<file path="src/pkg/cdp_defs.svh">
// cdp_defs.svh: register indices, field positions, reset values and times
// for the clock divider, sync and power control block.
// assumes a 125 MHz sample clock and APB with one 32-bit word per register.
`ifndef CDP_DEFS_SVH
`define CDP_DEFS_SVH

// register indices; byte address is four times the index
`define CDP_IDX_PWR        8'h08
`define CDP_IDX_SYNC       8'h3a
`define CDP_IDX_DIV        8'h0b
`define CDP_IDX_STAT       8'h0c

// field positions
`define CDP_SYNC_EN_BIT    1
`define CDP_SYNC_ONCE_BIT  2
`define CDP_DIV_DCS_BIT    3

// power mode field encodings
`define CDP_PMODE_NORMAL   2'h0
`define CDP_PMODE_DOWN     2'h1
`define CDP_PMODE_STBY     2'h2

// reset values
`define CDP_PWR_RST        2'h0
`define CDP_SYNC_RST       2'h0
`define CDP_DIV_RST        4'h8

// times
`define CDP_CLK_PERIOD_PS  8000
`define CDP_DCS_LOCK_NS    1500
`define CDP_RECHARGE_NS    1000
`define CDP_DCS_MIN_KHZ    20000
`define CDP_CLK_KHZ        125000

`endif

</file>
<file path="src/pkg/cdp_pkg.sv">
// cdp_pkg: types shared by the clock divider, sync and power control block.
// assumes nothing beyond a SystemVerilog elaborator.
package cdp_pkg;

   // power state of the converter clocking
   typedef enum logic [1:0] {
      pwr_run,
      pwr_stby,
      pwr_down,
      pwr_wake
   } cdp_pwr_t;

endpackage : cdp_pkg

</file>
<file path="src/hdl/cdp_top.sv">
// cdp_top: input clock divider, duty cycle stabilizer lock, divider sync and
// power-down / standby control, with an APB register slave.
// assumes clk is the sample clock, sync_pin and power_down_pin are synchronous.
//
// Overview of operation
// [RULE1] The sample clock is divided by a programmable integer ratio from one to eight.
// [RULE2] Software must enable the stabilizer for ratios three, five, six, seven and eight.
// [RULE3] Two bits of the sync register choose realign on every pulse or only on the first after a write.
// [RULE4] An accepted sync pulse returns the divider counter to its initial state.
// [RULE5] The sync input passes a synchronizer on the sample clock before acting on the divider.
// [RULE6] With the stabilizer on, the internal clock is high for half the divided period; the code rounds odd ratios down and stays high at ratio one.
// [RULE7] Below the minimum input rate the stabilizer stays off and timing follows the raw input.
// [RULE8] After a clock change the stabilizer relocks within 1.5 to 5 us and is bypassed until then.
// [RULE9] Power-down is entered when the power mode field selects it or the power-down pin is high.
// [RULE10] While powered down the serial drivers are released and the internal clock stops.
// [RULE11] Leaving power-down needs a recharge time before conversions are valid again.
// [RULE12] Standby keeps the reference on and the serial outputs running for a faster wake-up.
// [RULE13] In first-pulse mode further sync pulses are ignored until the sync register is written again.
//
// Design decisions made here: the register offsets and the APB slave port.
`timescale 1ns/1ps
`include "cdp_defs.svh"

module cdp_top
   import cdp_pkg::*;
#(
   parameter int CLK_KHZ  = `CDP_CLK_KHZ,
   parameter int LOCK_CYC = (`CDP_DCS_LOCK_NS * 1000 + `CDP_CLK_PERIOD_PS - 1) / `CDP_CLK_PERIOD_PS,
   parameter int CHG_CYC  = (`CDP_RECHARGE_NS * 1000 + `CDP_CLK_PERIOD_PS - 1) / `CDP_CLK_PERIOD_PS
) (
   input  wire logic        clk,
   input  wire logic        rst,
   input  wire logic        psel,
   input  wire logic        penable,
   input  wire logic        pwrite,
   input  wire logic [11:0] paddr,
   input  wire logic [31:0] pwdata,
   output logic      [31:0] prdata,
   output logic             pready,
   output logic             pslverr,
   input  wire logic        sync_pin,
   input  wire logic        power_down_pin,
   output logic             conv_clk,
   output logic             sample_strobe,
   output logic             conv_valid,
   output logic             ser_oe,
   output logic             ref_en,
   output logic             dcs_locked
);

   localparam int LW = $clog2(LOCK_CYC + 1);
   localparam int CW = $clog2(CHG_CYC + 1);
   localparam logic [LW-1:0] LOCK_END = LW'(LOCK_CYC);
   localparam logic [CW-1:0] CHG_END  = CW'(CHG_CYC - 1);
   localparam logic DCS_CAPABLE = (CLK_KHZ >= `CDP_DCS_MIN_KHZ);

   // register state
   logic [1:0]  pmode;
   logic [1:0]  sync_cfg;
   logic [3:0]  div_cfg;
   logic [1:0]  next_pmode;
   logic [1:0]  next_sync_cfg;
   logic [3:0]  next_div_cfg;
   logic [31:0] next_prdata;
   logic        next_pready;
   logic        next_pslverr;
   logic        wr_en;
   logic        sel_pwr;
   logic        sel_sync;
   logic        sel_div;
   logic        sel_stat;
   logic        ratio_wr;

   // sync state
   logic        sync_s1;
   logic        sync_s2;
   logic        sync_s3;
   logic        sync_armed;
   logic        next_sync_armed;
   logic        sync_rise;
   logic        sync_acc;

   // divider state
   logic [2:0]  cnt;
   logic [2:0]  next_cnt;
   logic [3:0]  ratio;
   logic [3:0]  hi_len;
   logic        dcs_active;
   logic        run;
   logic        next_conv_clk;
   logic        next_strobe;

   // stabilizer lock and power state
   logic [LW-1:0] lock_cnt;
   logic [LW-1:0] next_lock_cnt;
   logic          next_dcs_locked;
   logic [CW-1:0] chg_cnt;
   logic [CW-1:0] next_chg_cnt;
   cdp_pwr_t      pstate;
   cdp_pwr_t      next_pstate;
   logic          pd_req;
   logic          stby_req;

   // apb decode, register writes and read answer
   always_comb begin
      sel_pwr  = 1'b0;
      sel_sync = 1'b0;
      sel_div  = 1'b0;
      sel_stat = 1'b0;
      if (paddr[1:0] != 2'h0 || paddr[11:10] != 2'h0) begin
         sel_pwr = 1'b0;
      end else if (paddr[9:2] == `CDP_IDX_PWR) begin
         sel_pwr = 1'b1;
      end else if (paddr[9:2] == `CDP_IDX_SYNC) begin
         sel_sync = 1'b1;
      end else if (paddr[9:2] == `CDP_IDX_DIV) begin
         sel_div = 1'b1;
      end else if (paddr[9:2] == `CDP_IDX_STAT) begin
         sel_stat = 1'b1;
      end
      wr_en         = psel && penable && pready && pwrite;
      ratio_wr      = wr_en && sel_div && (pwdata[2:0] != div_cfg[2:0]);
      next_pmode    = (wr_en && sel_pwr)  ? pwdata[1:0] : pmode;
      next_sync_cfg = (wr_en && sel_sync) ? pwdata[`CDP_SYNC_ONCE_BIT:`CDP_SYNC_EN_BIT] : sync_cfg; // RULE3
      next_div_cfg  = (wr_en && sel_div)  ? pwdata[3:0] : div_cfg;
      next_pready   = psel && penable && !pready;
      next_pslverr  = next_pready && !(sel_pwr || sel_sync || sel_div || sel_stat);
      next_prdata   = 32'h0;
      if (next_pready && !pwrite) begin
         if (sel_pwr) begin
            next_prdata = {30'h0, pmode};
         end else if (sel_sync) begin
            next_prdata = {29'h0, sync_cfg, 1'b0};
         end else if (sel_div) begin
            next_prdata = {28'h0, div_cfg};
         end else if (sel_stat) begin
            next_prdata = {26'h0, DCS_CAPABLE, conv_valid, pstate == pwr_stby,
                           pstate == pwr_down, sync_armed, dcs_locked};
         end
      end
   end

   always_ff @(posedge clk or posedge rst) begin
      if (rst) begin
         pmode    <= `CDP_PWR_RST;
         sync_cfg <= `CDP_SYNC_RST;
         div_cfg  <= `CDP_DIV_RST;
         prdata   <= 32'h0;
         pready   <= 1'b0;
         pslverr  <= 1'b0;
      end else begin
         pmode    <= next_pmode;
         sync_cfg <= next_sync_cfg;
         div_cfg  <= next_div_cfg;
         prdata   <= next_prdata;
         pready   <= next_pready;
         pslverr  <= next_pslverr;
      end
   end

   // sync synchronizer, edge detect and first-pulse arming
   always_comb begin
      sync_rise = sync_s2 && !sync_s3;                                     // RULE5
      sync_acc  = sync_cfg[0] && sync_rise && run && (!sync_cfg[1] || sync_armed); // RULE3
      next_sync_armed = sync_armed;
      if (wr_en && sel_sync) begin
         next_sync_armed = 1'b1;                    // write rearms, wins over a pulse
      end else if (sync_acc && sync_cfg[1]) begin
         next_sync_armed = 1'b0;                    // RULE13
      end
   end

   always_ff @(posedge clk or posedge rst) begin
      if (rst) begin
         sync_s1    <= 1'b0;
         sync_s2    <= 1'b0;
         sync_s3    <= 1'b0;
         sync_armed <= 1'b1;
      end else begin
         sync_s1    <= sync_pin;                    // RULE5
         sync_s2    <= sync_s1;
         sync_s3    <= sync_s2;
         sync_armed <= next_sync_armed;
      end
   end

   // divider counter and divided clock shaping
   always_comb begin
      run        = (pstate == pwr_run) || (pstate == pwr_wake);  // RULE10
      ratio      = {1'b0, div_cfg[2:0]} + 4'h1;                  // RULE1
      dcs_active = div_cfg[`CDP_DIV_DCS_BIT] && dcs_locked;      // RULE8
      hi_len     = dcs_active ? (ratio >> 1) : 4'h1;             // RULE6
      if (hi_len == 4'h0) begin
         hi_len = 4'h1;
      end
      if (!run || sync_acc) begin
         next_cnt = 3'h0;                                        // RULE4
      end else if (cnt == div_cfg[2:0]) begin
         next_cnt = 3'h0;                                        // RULE1
      end else begin
         next_cnt = cnt + 3'h1;
      end
      next_conv_clk = run && ({1'b0, next_cnt} < hi_len);
      next_strobe   = run && (next_cnt == 3'h0);
   end

   always_ff @(posedge clk or posedge rst) begin
      if (rst) begin
         cnt           <= 3'h0;
         conv_clk      <= 1'b0;
         sample_strobe <= 1'b0;
      end else begin
         cnt           <= next_cnt;
         conv_clk      <= next_conv_clk;
         sample_strobe <= next_strobe;
      end
   end

   // stabilizer lock timer, restarted by any clock change
   always_comb begin
      if (!DCS_CAPABLE || !div_cfg[`CDP_DIV_DCS_BIT] || ratio_wr || pstate == pwr_down) begin
         next_lock_cnt = '0;                                     // RULE7 RULE8
      end else if (lock_cnt != LOCK_END) begin
         next_lock_cnt = lock_cnt + 1'b1;
      end else begin
         next_lock_cnt = lock_cnt;
      end
      next_dcs_locked = (next_lock_cnt == LOCK_END);             // RULE8
   end

   always_ff @(posedge clk or posedge rst) begin
      if (rst) begin
         lock_cnt   <= '0;
         dcs_locked <= 1'b0;
      end else begin
         lock_cnt   <= next_lock_cnt;
         dcs_locked <= next_dcs_locked;
      end
   end

   // power state machine and pad / reference controls
   always_comb begin
      pd_req       = power_down_pin || (pmode == `CDP_PMODE_DOWN); // RULE9
      stby_req     = (pmode == `CDP_PMODE_STBY);
      next_pstate  = pstate;
      next_chg_cnt = '0;
      case (pstate)
         pwr_run: begin
            if (pd_req) begin
               next_pstate = pwr_down;
            end else if (stby_req) begin
               next_pstate = pwr_stby;
            end
         end
         pwr_stby: begin
            if (pd_req) begin
               next_pstate = pwr_down;
            end else if (!stby_req) begin
               next_pstate = pwr_run;                          // RULE12
            end
         end
         pwr_down: begin
            if (!pd_req) begin
               next_pstate = pwr_wake;                         // RULE11
            end
         end
         pwr_wake: begin
            next_chg_cnt = chg_cnt + 1'b1;
            if (pd_req) begin
               next_pstate = pwr_down;
            end else if (chg_cnt == CHG_END) begin
               next_pstate = stby_req ? pwr_stby : pwr_run;    // RULE11
            end
         end
         default: begin
            next_pstate = pwr_down;
         end
      endcase
   end

   always_ff @(posedge clk or posedge rst) begin
      if (rst) begin
         pstate     <= pwr_run;
         chg_cnt    <= '0;
         ser_oe     <= 1'b0;
         ref_en     <= 1'b0;
         conv_valid <= 1'b0;
      end else begin
         pstate     <= next_pstate;
         chg_cnt    <= next_chg_cnt;
         ser_oe     <= (next_pstate != pwr_down);              // RULE10 RULE12
         ref_en     <= (next_pstate != pwr_down);              // RULE12
         conv_valid <= (next_pstate == pwr_run);               // RULE11
      end
   end

   // helper for checks: cycles between strobes with no realign in between
   logic [3:0] gap;
   logic       gap_ok;
   always_ff @(posedge clk or posedge rst) begin
      if (rst) begin
         gap    <= 4'h0;
         gap_ok <= 1'b0;
      end else begin
         gap    <= sample_strobe ? 4'h1 : gap + 4'h1;
         gap_ok <= (gap_ok || sample_strobe) && run && !sync_acc && !(wr_en && sel_div);
      end
   end

   // helper for checks: cycles since power-down was left, saturating
   logic [CW:0] since_down;
   always_ff @(posedge clk or posedge rst) begin
      if (rst) begin
         since_down <= '1;
      end else if (pstate == pwr_down) begin
         since_down <= '0;
      end else if (since_down != '1) begin
         since_down <= since_down + 1'b1;
      end
   end
endmodule : cdp_top

</file>
<file path="config.mk">
export PLATFORM = sky130hd
export DESIGN_NAME = cdp_top
export DESIGN_NICKNAME = d
export VERILOG_FILES = /design/src/pkg/cdp_pkg.sv /design/src/hdl/cdp_top.sv
export VERILOG_INCLUDE_DIRS = /design/src /design/src/pkg
export SDC_FILE = /design/constraint.sdc
export NUM_CORES = 1
export LEC_CHECK = 0
export ABC_CLOCK_PERIOD_IN_PS = 2000
export BUFFER_PORTS_ARGS = -buffer_cell sky130_fd_sc_hd__buf_2
export CAP_MARGIN = 20
export CORE_MARGIN = 2
export CORE_UTILIZATION = 30
export CTS_CLUSTER_DIAMETER = 150
export CTS_CLUSTER_SIZE = 40
export DETAILED_ROUTE_END_ITERATION = 10
export PLACE_DENSITY = 0.51
export SYNTH_ARGS = -nofsm -noshare
export SYNTH_HDL_FRONTEND = slang
export SYNTH_SLANG_ARGS = --single-unit
</file>
<file path="constraint.sdc">
create_clock -name clk -period 2 [get_ports clk]
set_clock_uncertainty 0.05 [all_clocks]
set_input_delay 0.4 -clock clk [delete_from_list [all_inputs] [get_ports clk]]
set_output_delay 0.4 -clock clk [all_outputs]
set_load 0.05 [all_outputs]
</file>
== Word level (Yosys, flattened, before mapping) ==
Index checks and enable logic that the tools add are counted.
Cells by class
  $add $sub $neg: 4
  order comparisons: 1
  equal/unequal tests: 15
  mux-type cells: 37
  reduce and logical (&&, ||, !) cells: 42
Operators with widths (count)
  $mux W6: 5
  $eq A8 B4 Y1 const B: 3
  $logic_and A1 B1 Y1: 18
  $mux W1: 17
  $mux W8: 2
  $mux W2: 7
  $mux W3: 4
  $logic_or A1 B1 Y1: 10
  $add A8 B1 Y8 const B: 1
  $eq A8 B6 Y1 const B: 1
  $eq A8 B8 Y1 const B: 1
  $ne A8 B8 Y1 const B: 1
  $pmux W2 S4: 1
  $add A7 B1 Y7 const B: 1
  $eq A7 B7 Y1 const B: 1
  $logic_not A1 Y1: 7
  $mux W7: 1
  $eq A2 B2 Y1 const B: 3
  $reduce_bool A2 Y1: 3
  $add A3 B1 Y4 const B: 1
  $eq A2 B1 Y1 const B: 2
  $logic_not A2 Y1: 2
  $logic_not A4 Y1: 1
  $lt A3 B4 Y1: 1
  other kinds (5): 5
Word-level totals
  register bits: 71
  input port bits: 51
  output and inout bits: 40
  word-level logic and storage cells: 118

== Logic depth before layout (Yosys ltp) ==
Gate-level depths: netlist of the first run.
  depth in word-level cells: 11
  mapped depth: 9
  depth with buffers taken out: 9

== Worst setup path after synthesis of the first run ==
No wires, ideal clock.
  path type: flip-flop to flip-flop
  start point: reg pstate[0]
  end point: reg conv_clk
  library setup time: 0.083 ns
  data arrival time: 1.857 ns
  data required time: 1.867 ns
  setup slack: 0.011 ns
  cell stages (with the launch flop): 10
  buffers on the path: 0
  clock period less this slack: 1.989 ns
  cells stage by stage: dfrtp_1 inv_1 ha_1 o21bai_1 a21oi_1 and2_1 ha_1 nor4_1 nor2_1 o21ai_0
Between the ends
  cells in the longest elaborated chain, start to end: 8
  elaborated cells on any way between the ends: 10
  classes of those cells: order compare: 1; eq/ne: 1; mux: 1; reduce/logical: 7
RTL lines
  start, declared: line cdp_top.sv:99  | cdp_pwr_t pstate;
  start signal, assigned: line cdp_top.sv:283  | pstate <= pwr_run;
  start signal, assigned: line cdp_top.sv:289  | pstate <= next_pstate;
  $eq A2 B2 Y1 or $logic_not A2 Y1 (tied branches): line cdp_top.sv:189  | run = (pstate == pwr_run) || (pstate == pwr_wake);
  $logic_or A1 B1 Y1 *: line cdp_top.sv:189
  $logic_and A1 B1 Y1 (2 in a row): line cdp_top.sv:164  | sync_acc = sync_cfg[0] && sync_rise && run && (!sync_cfg[1] || sync_armed);
  $logic_or A1 B1 Y1 *: line cdp_top.sv:196  | if (!run || sync_acc) begin
  $mux W3 *: line cdp_top.sv:196
  net next_cnt[1]: line cdp_top.sv:85  | logic [2:0] next_cnt;
  $lt A3 B4 Y1 *: line cdp_top.sv:203  | next_conv_clk = run && ({1'b0, next_cnt} < hi_len);
  $logic_and A1 B1 Y1 *: line cdp_top.sv:203
  net next_conv_clk: line cdp_top.sv:90  | logic next_conv_clk;
  end signal, assigned: line cdp_top.sv:214  | conv_clk <= next_conv_clk;
  end, declared: line cdp_top.sv:43  | output logic conv_clk,
The timed path passes the listed nets; every way through them passes the cells marked *.
A chain may end at the register's enable or synchronous reset.

== Worst setup path in the final report of the first run ==
Ends and elaborated chain as after synthesis.

==> results.json, run 1 <==
{
  "path_cells": "inv_2 -> ha_4 -> o21bai_4 -> a21oi_2 -> and2_4 -> ha_1 -> nor4_2 -> nor2_1 -> o21ai_1",
  "input_output_buffers": 36,
  "crit_type": "flip-flop to flip-flop",
  "drv_cap": 0,
  "clock_buffer_depth": 2,
  "worst-endpoint-arrival_ns": 2.09,
  "setup_repair_after_global_routing_missed_its_margin": "no",
  "required_ns": 2.18,
  "dieWidth_um": 97.2,
  "grt_max_degree": 46,
  "synth.cell_area_um2": 2610,
  "grt_pass1_vias": 1869,
  "number_of_enable_flip_flop_cells_after_synthesis": 0,
  "reg2reg_from": "pstate[0]$_DFF_PP0_",
  "synth_seq_area_share_pct": 43.3,
  "synth_flop_cell": "sky130_fd_sc_hd__dfrtp_1",
  "clkSlewWorstSetupHoldPaths_ns": 0.09,
  "per_instance_average_area_after_synthesis_um2": 9.88,
  "area_growth_pct": 17.1,
  "cpPeakStageDelay_ns": 0.41,
  "synthesized_instance_count": 264,
  "cts_root_buf": "sky130_fd_sc_hd__clkbuf_8",
  "rows": 34,
  "cp-end-kind": "flip-flop",
  "dieHeight_um": 97.2,
  "dp_hpwl_um": 3760,
  "clock_latency_of_the_later_clocked_register_in_the_worst_skew_pair_ns": 0.30,
  "grt_antenna_before_repair": 0,
  "gp_congestion": 0.759,
  "hold_viol": 0,
  "share_of_final_layout_standard_cells_stronger_than_drive_strength_1_pct": 28.2,
  "setup-tns-final_ns": 0,
  "post-route-period-util_pct": 95.2,
  "p_leak_uw": 0.00145,
  "wl_um": 5130,
  "layout.cells.most_common": "sky130_fd_sc_hd__dfrtp_1",
  "ant_nets": 0,
  "outcome": "complete, no violations",
  "number_of_warnings_issued_by_yosys": 0,
  "finalMaxSlewViolations": 0,
  "die_area_um2": 9450,
  "grt_pass1_wl_um": 8850,
  "tritoncts_clock_tree": "yes",
  "drtPass1Iterations": 4,
  "wire_per_inst_um": 12.1,
  "grt_overflow": 0,
  "power.density_cell_area_nw_per_um2": 867,
  "worst_ir_drop_vdd_mv": 0.300,
  "avgViaCountPerCell": 4.56,
  "most-common-layout-cells": "sky130_fd_sc_hd__dfrtp_1, sky130_fd_sc_hd__buf_2, sky130_fd_sc_hd__conb_1, sky130_fd_sc_hd__nand2_1, sky130_fd_sc_hd__buf_4",
  "antenna_cells_inserted": 0,
  "detail_route.iter0.violations": 82,
  "cp-start-kind": "flip-flop",
  "setup_violations": 0,
  "distinct_cell_type_count_after_synthesis": 52,
  "number_of_storage_elements_in_the_synthesis_netlist": 45,
  "floorplan.core_area_um2": 8590,
  "fin_nets": 378,
  "r2r_slack_ns": 0.1,
  "io-pin-count": 91,
  "global_route.usage.total_pct": 11.5,
  "drc_markers": 0,
  "cts_num_sinks": 45,
  "detailroute.via_count": 1934,
  "cell_with_the_largest_stage_delay_on_the_worst_path": "sky130_fd_sc_hd__dfrtp_1",
  "path_max_fanout": 3,
  "postSynth.asyncResetShare_pct": 100,
  "starting_density_pct": 30.3,
  "finalCriticalPeriod_ns": 1.90,
  "numCtsBuffers": 5,
  "fmaxAchievable_mhz": 525,
  "fillCellCount": 875,
  "setup.worst_path.start": "pstate[0]$_DFF_PP0_",
  "h-tree-depth": 2,
  "design_power_total_uw": 2650,
  "worst_hold_path_type": "input pin to async pin"
}
==> final cells by class <==
| type | instances | area [µm²] | share of cell area, % |
|---|---|---|---|
| multi-input combinational | 197 | 1330 | 43.6 |
| inverter | 15 | 56.3 | 1.84 |
| clock inverter | 2 | 13.8 | 0.451 |
| tap | 108 | 135 | 4.43 |
| clock buffer | 6 | 82.6 | 2.70 |
| sequential | 45 | 1130 | 37.0 |
| timing repair buffer | 51 | 305 | 10.0 |
==> per-stage QoR <==
step / utilization, % / instances / cell area [µm²] / hold slack [ns] / setup WS, ns
2_1_floorplan: - / 289 / 2700 / 0.281 / 0.0105
3_3_place_gp: 33.5 / 413 / 2880 / 0.290 / -0.0221
3_5_place_dp: 33.5 / 413 / 2880 / 0.286 / -0.0629
4_1_cts: 35.1 / 422 / 3010 / 0.0656 / 0.0132
5_1_grt: 35.5 / 424 / 3050 / 0.0722 / 0.000801
6_report: 35.5 / 424 / 3050 / 0.0531 / 0.0951
==> cell usage after synthesis (3+ instances only) <==
library cell	number	area share (%)
sky130_fd_sc_hd__and3_1	3	0.72
sky130_fd_sc_hd__or3_1	4	0.96
sky130_fd_sc_hd__inv_1	15	2.2
sky130_fd_sc_hd__dfrtp_1	43	41
sky130_fd_sc_hd__nand2_1	19	2.7
sky130_fd_sc_hd__mux2_2	9	3.9
sky130_fd_sc_hd__nand2b_1	3	0.72
sky130_fd_sc_hd__xor2_1	6	2.0
sky130_fd_sc_hd__o21ai_0	10	1.9
sky130_fd_sc_hd__xnor2_1	10	3.4
sky130_fd_sc_hd__ha_1	12	5.8
sky130_fd_sc_hd__nor2_1	12	1.7
sky130_fd_sc_hd__nor3_1	8	1.5
sky130_fd_sc_hd__nand3_1	10	1.9
sky130_fd_sc_hd__a21oi_1	11	2.1
sky130_fd_sc_hd__and2_1	8	1.9
sky130_fd_sc_hd__buf_4	27	7.8
sky130_fd_sc_hd__nor2b_1	8	1.9
sky130_fd_sc_hd__o31ai_1	3	0.86
==> kinds of logic (layout without fill, tap and decap cells) <==
family          count (synthesis)  in the layout  synth area share (%)
other cells                     1             26                 0.144
simple gates                   92             92                  19.7
xor+xnor                       16             16                  5.37
buf+inv                        47             74                  11.3
flops                          45             45                  43.3
fa+ha+maj                      12             12                  5.76
compound gates                 42             42                  10.5
mux                             9              9                  3.89
==> where the power goes <==
group / leakage (µW) / switching (µW) / internal [µW]
Combinational: 0.000799 / 635 / 389
Clock: 0.0000512 / 323 / 281
Sequential: 0.000600 / 34.0 / 986
==> flip-flops by register name, summed over array words and instances (netlist names), 2 cells and up <==
signal and count:
prdata 6, pstate 2, chg_cnt 7, div_cfg 4, sync_cfg 2, lock_cnt 8
pmode 2, cnt 3
==> path summary, 6_finish.rpt <==
path / depth (start not counted) / endpoint
worst max-delay path: 9 / conv_clk$_DFF_PP0_
worst min-delay path: 3 / lock_cnt[1]$_DFF_PP0_
worst max register to register: 9 / conv_clk$_DFF_PP0_
worst min register to register: 0 / sync_s2$_DFF_PP0_
max in group asynchronous: 3 / div_cfg[3]$_DFFE_PP1P_
min in group clk: 1 / sync_s1$_DFF_PP0_
==> per-layer routing <==
layer | share of wire (%) | track usage (%) | vias up
li1 | - | - | 951
met1 | 47 | 15.5 | 921
met4 | 1.2 | 3.53 | 0
met2 | 46 | 18.2 | 56
met3 | 5.8 | 2.95 | 6
met5 | 0 | 0 | -
==> worst max-delay path, delay by kind of cell (launching register included) <==
family	cells	cell delay, ns
AO/OA/AOI/OAI	3	0.40
adder cells (fa/ha/maj)	2	0.44
buffers and inverters	1	0.09
flip-flops	1	0.41
AND/OR/NAND/NOR	3	0.45
==> repair_timing <==
action / CTS / global route
gates resized for setup: 8 / 5
pin swaps: 1 / 3
setup buffers: 1 / 2
setup endpoints to repair: 1 / 2
hold buffers: 0 / 0
(Power assumes the default switching activity.)
==> run 2, diff against run 1 <==
--- a/config.mk
+++ b/config.mk
@@ -10,11 +10,12 @@
 export BUFFER_PORTS_ARGS = -buffer_cell sky130_fd_sc_hd__buf_2
 export CAP_MARGIN = 20
 export CORE_MARGIN = 2
-export CORE_UTILIZATION = 30
+export CORE_UTILIZATION = 45
 export CTS_CLUSTER_DIAMETER = 150
 export CTS_CLUSTER_SIZE = 40
 export DETAILED_ROUTE_END_ITERATION = 10
-export PLACE_DENSITY = 0.51
+export HOLD_SLACK_MARGIN = 0.02
+export PLACE_DENSITY = 0.73
 export SYNTH_ARGS = -nofsm -noshare
 export SYNTH_HDL_FRONTEND = slang
 export SYNTH_SLANG_ARGS = --single-unit
==> run 2 against run 1 <==
- clock-buffer cell count up 1
- die area down 32%
- sequential share of layout area increased by 1.1 points
- final cell count is 9.7% lower
- clock power hardly changed
- combinational power is essentially flat
- cell area fell by 2.9%
- critical path type unchanged
- critical endpoint unchanged
- highest routed layer unchanged
==> results.json, run 2 (synthesis results as in run 1) <==
{
  "input_output_buffers": 36,
  "hold_depth": 1,
  "finalCriticalPeriod_ns": 1.93,
  "largestRegisters": "lock_cnt x8, chg_cnt x7, prdata x6",
  "floorplan.core_area_um2": 5540,
  "die_area_um2": 6420,
  "p_leak_uw": 0.00142,
  "global_route.usage.total_pct": 15.8,
  "detail_route.iter0.violations": 119,
  "timing.reg2reg.worst_path_depth": 9,
  "dieHeight_um": 80.1,
  "grt_max_degree": 46,
  "h-tree-depth": 2,
  "clock_latency_of_the_later_clocked_register_in_the_worst_skew_pair_ns": 0.29,
  "setup-tns-final_ns": 0,
  "antenna_cells_inserted": 0,
  "outcome": "complete, no violations",
  "min_delay_worst_endpoint": "sync_s1$_DFF_PP0_",
  "finalMaxSlewViolations": 0,
  "crit_type": "flip-flop to flip-flop",
  "drtPass1Iterations": 4,
  "clkSlewWorstSetupHoldPaths_ns": 0.08,
  "worst_ir_drop_vdd_mv": 0.424,
  "most-common-layout-cells": "sky130_fd_sc_hd__dfrtp_1, sky130_fd_sc_hd__buf_2, sky130_fd_sc_hd__conb_1, sky130_fd_sc_hd__nand2_1",
  "path_max_fanout": 3,
  "post-place-cells": 375,
  "layout.cells.most_common": "sky130_fd_sc_hd__dfrtp_1",
  "power.density_cell_area_nw_per_um2": 884,
  "post_cts_setup_buffers": 0,
  "cp-start-kind": "flip-flop",
  "worst-endpoint-arrival_ns": 2.09,
  "tritoncts_clock_tree": "yes",
  "final-instance-count-excl-fill": 383,
  "largest_register": "lock_cnt",
  "io-pin-count": 91,
  "timing.rr.end": "conv_clk$_DFF_PP0_",
  "tightestPinTransition_ns": 0.554,
  "numCtsBuffers": 5,
  "cts_hold_repair.buffers": 0,
  "cts_root_buf": "sky130_fd_sc_hd__clkbuf_8",
  "rows": 27,
  "grt_pass1_wl_um": 7910,
  "r2r_slack_ns": 0.07,
  "drc_markers": 0,
  "cts_num_sinks": 45,
  "timing.hold.worst.start": "sync_pin",
  "clock_buffer_depth": 2,
  "share_of_final_layout_standard_cells_stronger_than_drive_strength_1_pct": 26.4,
  "hold_viol": 0,
  "grt_pass1_vias": 1830,
  "slew-limit-headroom_pct": 63.0,
  "gp_congestion": 0.845,
  "drv_cap": 0,
  "largest_register_ffs": 8,
  "detailedPlace.worstSlack_ns": -0.0418,
  "dp_hpwl_um": 3570,
  "cp-end-kind": "flip-flop",
  "reg2reg_from": "pstate[1]$_DFF_PP0_",
  "setup_violations": 0,
  "fmaxAchievable_mhz": 519,
  "wl_um": 4920,
  "avgViaCountPerCell": 5.04,
  "dieWidth_um": 80.1,
  "ant_nets": 0,
  "required_ns": 2.16,
  "detailroute.via_count": 1929,
  "grt_overflow": 0,
  "worst_hold_path_type": "input pin to flip-flop",
  "grt_antenna_before_repair": 0,
  "wire_per_inst_um": 12.8,
  "post-route-period-util_pct": 96.4,
  "fin_nets": 373,
  "area_growth_pct": 13.7,
  "fin_ws_ns": 0.0724,
  "starting_density_pct": 47.1
}
[run 2: how the worst max path moves through the flow]
stage	start	end	slack (ns)	depth (start not counted)
2_1_floorplan	pstate[0]$_DFF_PP0_	conv_clk$_DFF_PP0_	0.01	9
3_3_place_gp	pstate[0]$_DFF_PP0_	conv_clk$_DFF_PP0_	-0.03	9
3_5_place_dp	pstate[0]$_DFF_PP0_	conv_clk$_DFF_PP0_	-0.04	9
4_1_cts	pstate[1]$_DFF_PP0_	conv_clk$_DFF_PP0_	0.02	9
5_1_grt	lock_cnt[0]$_DFF_PP0_	dcs_locked$_DFF_PP0_	-0.05	7
6_report	pstate[1]$_DFF_PP0_	conv_clk$_DFF_PP0_	0.07	9
[run 2: per-layer routing]
metal / GRT usage, % / part of all wire [%]
met5: 0 / 0
met4: 5.59 / 1.2
met3: 3.82 / 6.1
met2: 27.5 / 49
met1: 19.1 / 44
[run 2: where the power goes]
group	internal [µW]	switching [µW]
combinational	359	633
clock	312	295
sequential	986	33.3
[run 2: cell type report]
cell class                 instances  area, µm²
tap                               72       90.1
fill                             500       2580
timing repair buffer              46        255
clock inverter                     1       5.00
sequential                        45       1130
multi-input combinational        197       1330
inverter                          15       56.3
clock buffer                       7       96.3
[run 2: timing repair]
action	CTS	global route
cloned	0	0
setup endpoints to repair	1	2
endpoints found under the hold margin	0	0
pin swaps	3	2
resized for setup	6	7
[run 2: critical path: stages, from the launching register on]
cell and delay, ns:
sky130_fd_sc_hd__dfrtp_1 0.40, sky130_fd_sc_hd__inv_2 0.09, sky130_fd_sc_hd__ha_4 0.21, sky130_fd_sc_hd__o21bai_4 0.17, sky130_fd_sc_hd__a21oi_2 0.15, sky130_fd_sc_hd__and2_4 0.17
sky130_fd_sc_hd__ha_1 0.22, sky130_fd_sc_hd__nor4_1 0.23, sky130_fd_sc_hd__nor2_1 0.06, sky130_fd_sc_hd__o21ai_1 0.10
[run 2: stage by stage]
stage | utilization, % | hold slack, ns | cell area [µm²] | power, µW
3_5_place_dp | 50.7 | 0.286 | 2810 | 1950
3_3_place_gp | 50.7 | 0.284 | 2810 | 1930
2_1_floorplan | - | 0.281 | 2700 | 1740
5_1_grt | 53.5 | 0.148 | 2960 | 2770
4_1_cts | 53.1 | 0.155 | 2940 | 2630
6_report | 53.5 | 0.163 | 2960 | 2620
==> run 3, diff against run 2 <==
--- a/config.mk
+++ b/config.mk
@@ -9,13 +9,15 @@
 export ABC_CLOCK_PERIOD_IN_PS = 2000
 export BUFFER_PORTS_ARGS = -buffer_cell sky130_fd_sc_hd__buf_2
 export CAP_MARGIN = 20
+export CELL_PAD_IN_SITES_DETAIL_PLACEMENT = 0
+export CELL_PAD_IN_SITES_GLOBAL_PLACEMENT = 1
 export CORE_MARGIN = 2
-export CORE_UTILIZATION = 45
+export CORE_UTILIZATION = 34
 export CTS_CLUSTER_DIAMETER = 150
 export CTS_CLUSTER_SIZE = 40
 export DETAILED_ROUTE_END_ITERATION = 10
 export HOLD_SLACK_MARGIN = 0.02
-export PLACE_DENSITY = 0.73
+export PLACE_DENSITY = 0.74
 export SYNTH_ARGS = -nofsm -noshare
 export SYNTH_HDL_FRONTEND = slang
 export SYNTH_SLANG_ARGS = --single-unit
==> run 3 against run 2 <==
- total power is 5.0% higher
- clock power is 18% higher
- via count is 1.3% lower
- final cell count is 8.4% higher
- critical endpoint unchanged
==> results.json, run 3 (synthesis results as in run 1) <==
{
  "avgViaCountPerCell": 4.59,
  "final_design_area_no_fill_um2": 3050,
  "drtPass1Iterations": 4,
  "cts_num_sinks": 45,
  "wire_per_inst_um": 12.6,
  "post-route-period-util_pct": 95.2,
  "required_ns": 2.17,
  "ant_nets": 0,
  "met1_length_um": 2490,
  "reg2reg_from": "pstate[0]$_DFF_PP0_",
  "timing.rr.end": "conv_clk$_DFF_PP0_",
  "outcome": "complete, no violations",
  "hold_depth": 1,
  "wl_met2_um": 2380,
  "top_layer": "met4",
  "clkSlewWorstSetupHoldPaths_ns": 0.09,
  "dp_hpwl_um": 3850,
  "path_buf_inv": 1,
  "fin_nets": 378,
  "largestRegisters": "lock_cnt x8, chg_cnt x7, prdata x6",
  "postPlaceCellArea_um2": 2860,
  "crit_path_leading_delay_family": "simple AND/OR/NAND/NOR gates",
  "worst-endpoint-arrival_ns": 2.08,
  "most-common-layout-cells": "sky130_fd_sc_hd__dfrtp_1, sky130_fd_sc_hd__buf_2, sky130_fd_sc_hd__conb_1, sky130_fd_sc_hd__nand2_1, sky130_fd_sc_hd__buf_4",
  "min_delay_worst_endpoint": "sync_s1$_DFF_PP0_",
  "input_output_buffers": 36,
  "timing.reg2reg.worst_path_depth": 9,
  "grt_max_degree": 21,
  "timing.hold.worst.start": "sync_pin",
  "drc_markers": 0,
  "grt_overflow": 0,
  "cpPeakStageDelay_ns": 0.40,
  "dieWidth_um": 91.6,
  "largest_register_ffs": 8,
  "cell_with_the_largest_stage_delay_on_the_worst_path": "sky130_fd_sc_hd__dfrtp_1",
  "dr_wl_met3_um": 302,
  "path_max_fanout": 3,
  "share_of_final_layout_standard_cells_stronger_than_drive_strength_1_pct": 27.2,
  "grt_pass1_wl_um": 8710,
  "rows": 31,
  "io-pin-count": 91,
  "post-place-cells": 404,
  "gp_congestion": 0.762,
  "p_leak_uw": 0.00145,
  "cp-end-kind": "flip-flop",
  "wl_um": 5210,
  "grt_pass1_vias": 1792,
  "grt_antenna_before_repair": 0,
  "r2r_slack_ns": 0.1,
  "largest_register": "lock_cnt",
  "worst_hold_path_type": "input pin to flip-flop",
  "cts_root_buf": "sky130_fd_sc_hd__clkbuf_8",
  "h-tree-depth": 2,
  "starting_density_pct": 35.6,
  "finalCriticalPeriod_ns": 1.90,
  "numCtsBuffers": 5,
  "final-instance-count-excl-fill": 415,
  "dieHeight_um": 91.6,
  "setup_violations": 0,
  "cp-start-kind": "flip-flop",
  "hold_viol": 0,
  "worst_ir_drop_vdd_mv": 0.252,
  "setup_repair_after_global_routing_missed_its_margin": "yes",
  "floorplan.core_area_um2": 7330,
  "path_cells": "inv_2 -> ha_4 -> o21bai_4 -> a21oi_4 -> and2_4 -> ha_1 -> nor4_2 -> nor2_1 -> o21ai_1",
  "antenna_cells_inserted": 0,
  "power.density_cell_area_nw_per_um2": 902,
  "crit_type": "flip-flop to flip-flop",
  "drv_cap": 0,
  "detailroute.via_count": 1903,
  "clock_buffer_depth": 2,
  "layout.cells.most_common": "sky130_fd_sc_hd__dfrtp_1",
  "global_route.usage.total_pct": 12.9,
  "detailedPlace.worstSlack_ns": -0.0391,
  "clock_latency_of_the_later_clocked_register_in_the_worst_skew_pair_ns": 0.30,
  "area_growth_pct": 17.0,
  "fmaxAchievable_mhz": 525,
  "design_power_total_uw": 2750,
  "finalMaxSlewViolations": 0,
  "fin_ws_ns": 0.0953,
  "tritoncts_clock_tree": "yes",
  "detail_route.iter0.violations": 80,
  "die_area_um2": 8390,
  "fillCellCount": 721
}
[run 3: worst max path at each step]
stage	start	to	cells past startpoint
detailed placement	pstate[0]$_DFF_PP0_	conv_clk$_DFF_PP0_	9
global route	pstate[0]$_DFF_PP0_	conv_clk$_DFF_PP0_	9
finish	pstate[0]$_DFF_PP0_	conv_clk$_DFF_PP0_	9
CTS	pstate[0]$_DFF_PP0_	conv_clk$_DFF_PP0_	9
global placement	pstate[0]$_DFF_PP0_	conv_clk$_DFF_PP0_	9
floorplan	pstate[0]$_DFF_PP0_	conv_clk$_DFF_PP0_	9
[run 3: cell type report]
class / instances / area, µm² / area share (%)
timing repair buffer: 51 / 295 / 9.68
inverter: 15 / 56.3 / 1.85
sequential: 45 / 1130 / 37.0
clock buffer: 7 / 86.3 / 2.83
clock inverter: 1 / 30.0 / 0.984
tap: 99 / 124 / 4.06
multi-input combinational: 197 / 1330 / 43.6
[run 3: where the power goes]
part	internal (µW)	total [µW]	switching, µW
clock network	408	715	307
logic	379	1020	638
registers	986	1020	33.6
total	1770	2750	978
[run 3: metal layers]
metal,up-vias,track usage [%]
met5,-,0
met4,0,3.03
met3,5,3.73
met2,52,19.9
met1,889,17.8
li1,957,-
[run 3: per-stage QoR]
stage / hold slack [ns] / utilization [%] / TNS [ns]
floorplan: 0.281 / - / 0
global placement: 0.288 / 39.0 / -0.0238
detailed placement: 0.301 / 39.0 / -0.0391
CTS: 0.158 / 40.8 / 0
global route: 0.150 / 41.6 / -0.0265
finish: 0.160 / 41.6 / 0
[run 3: timing repair]
item	CTS	global route
resized for setup	2	12
hold buffers	1	0
endpoints found under the hold margin	10	0
pin swaps	0	2
endpoints found under the setup margin	1	1
buffers inserted	0	2
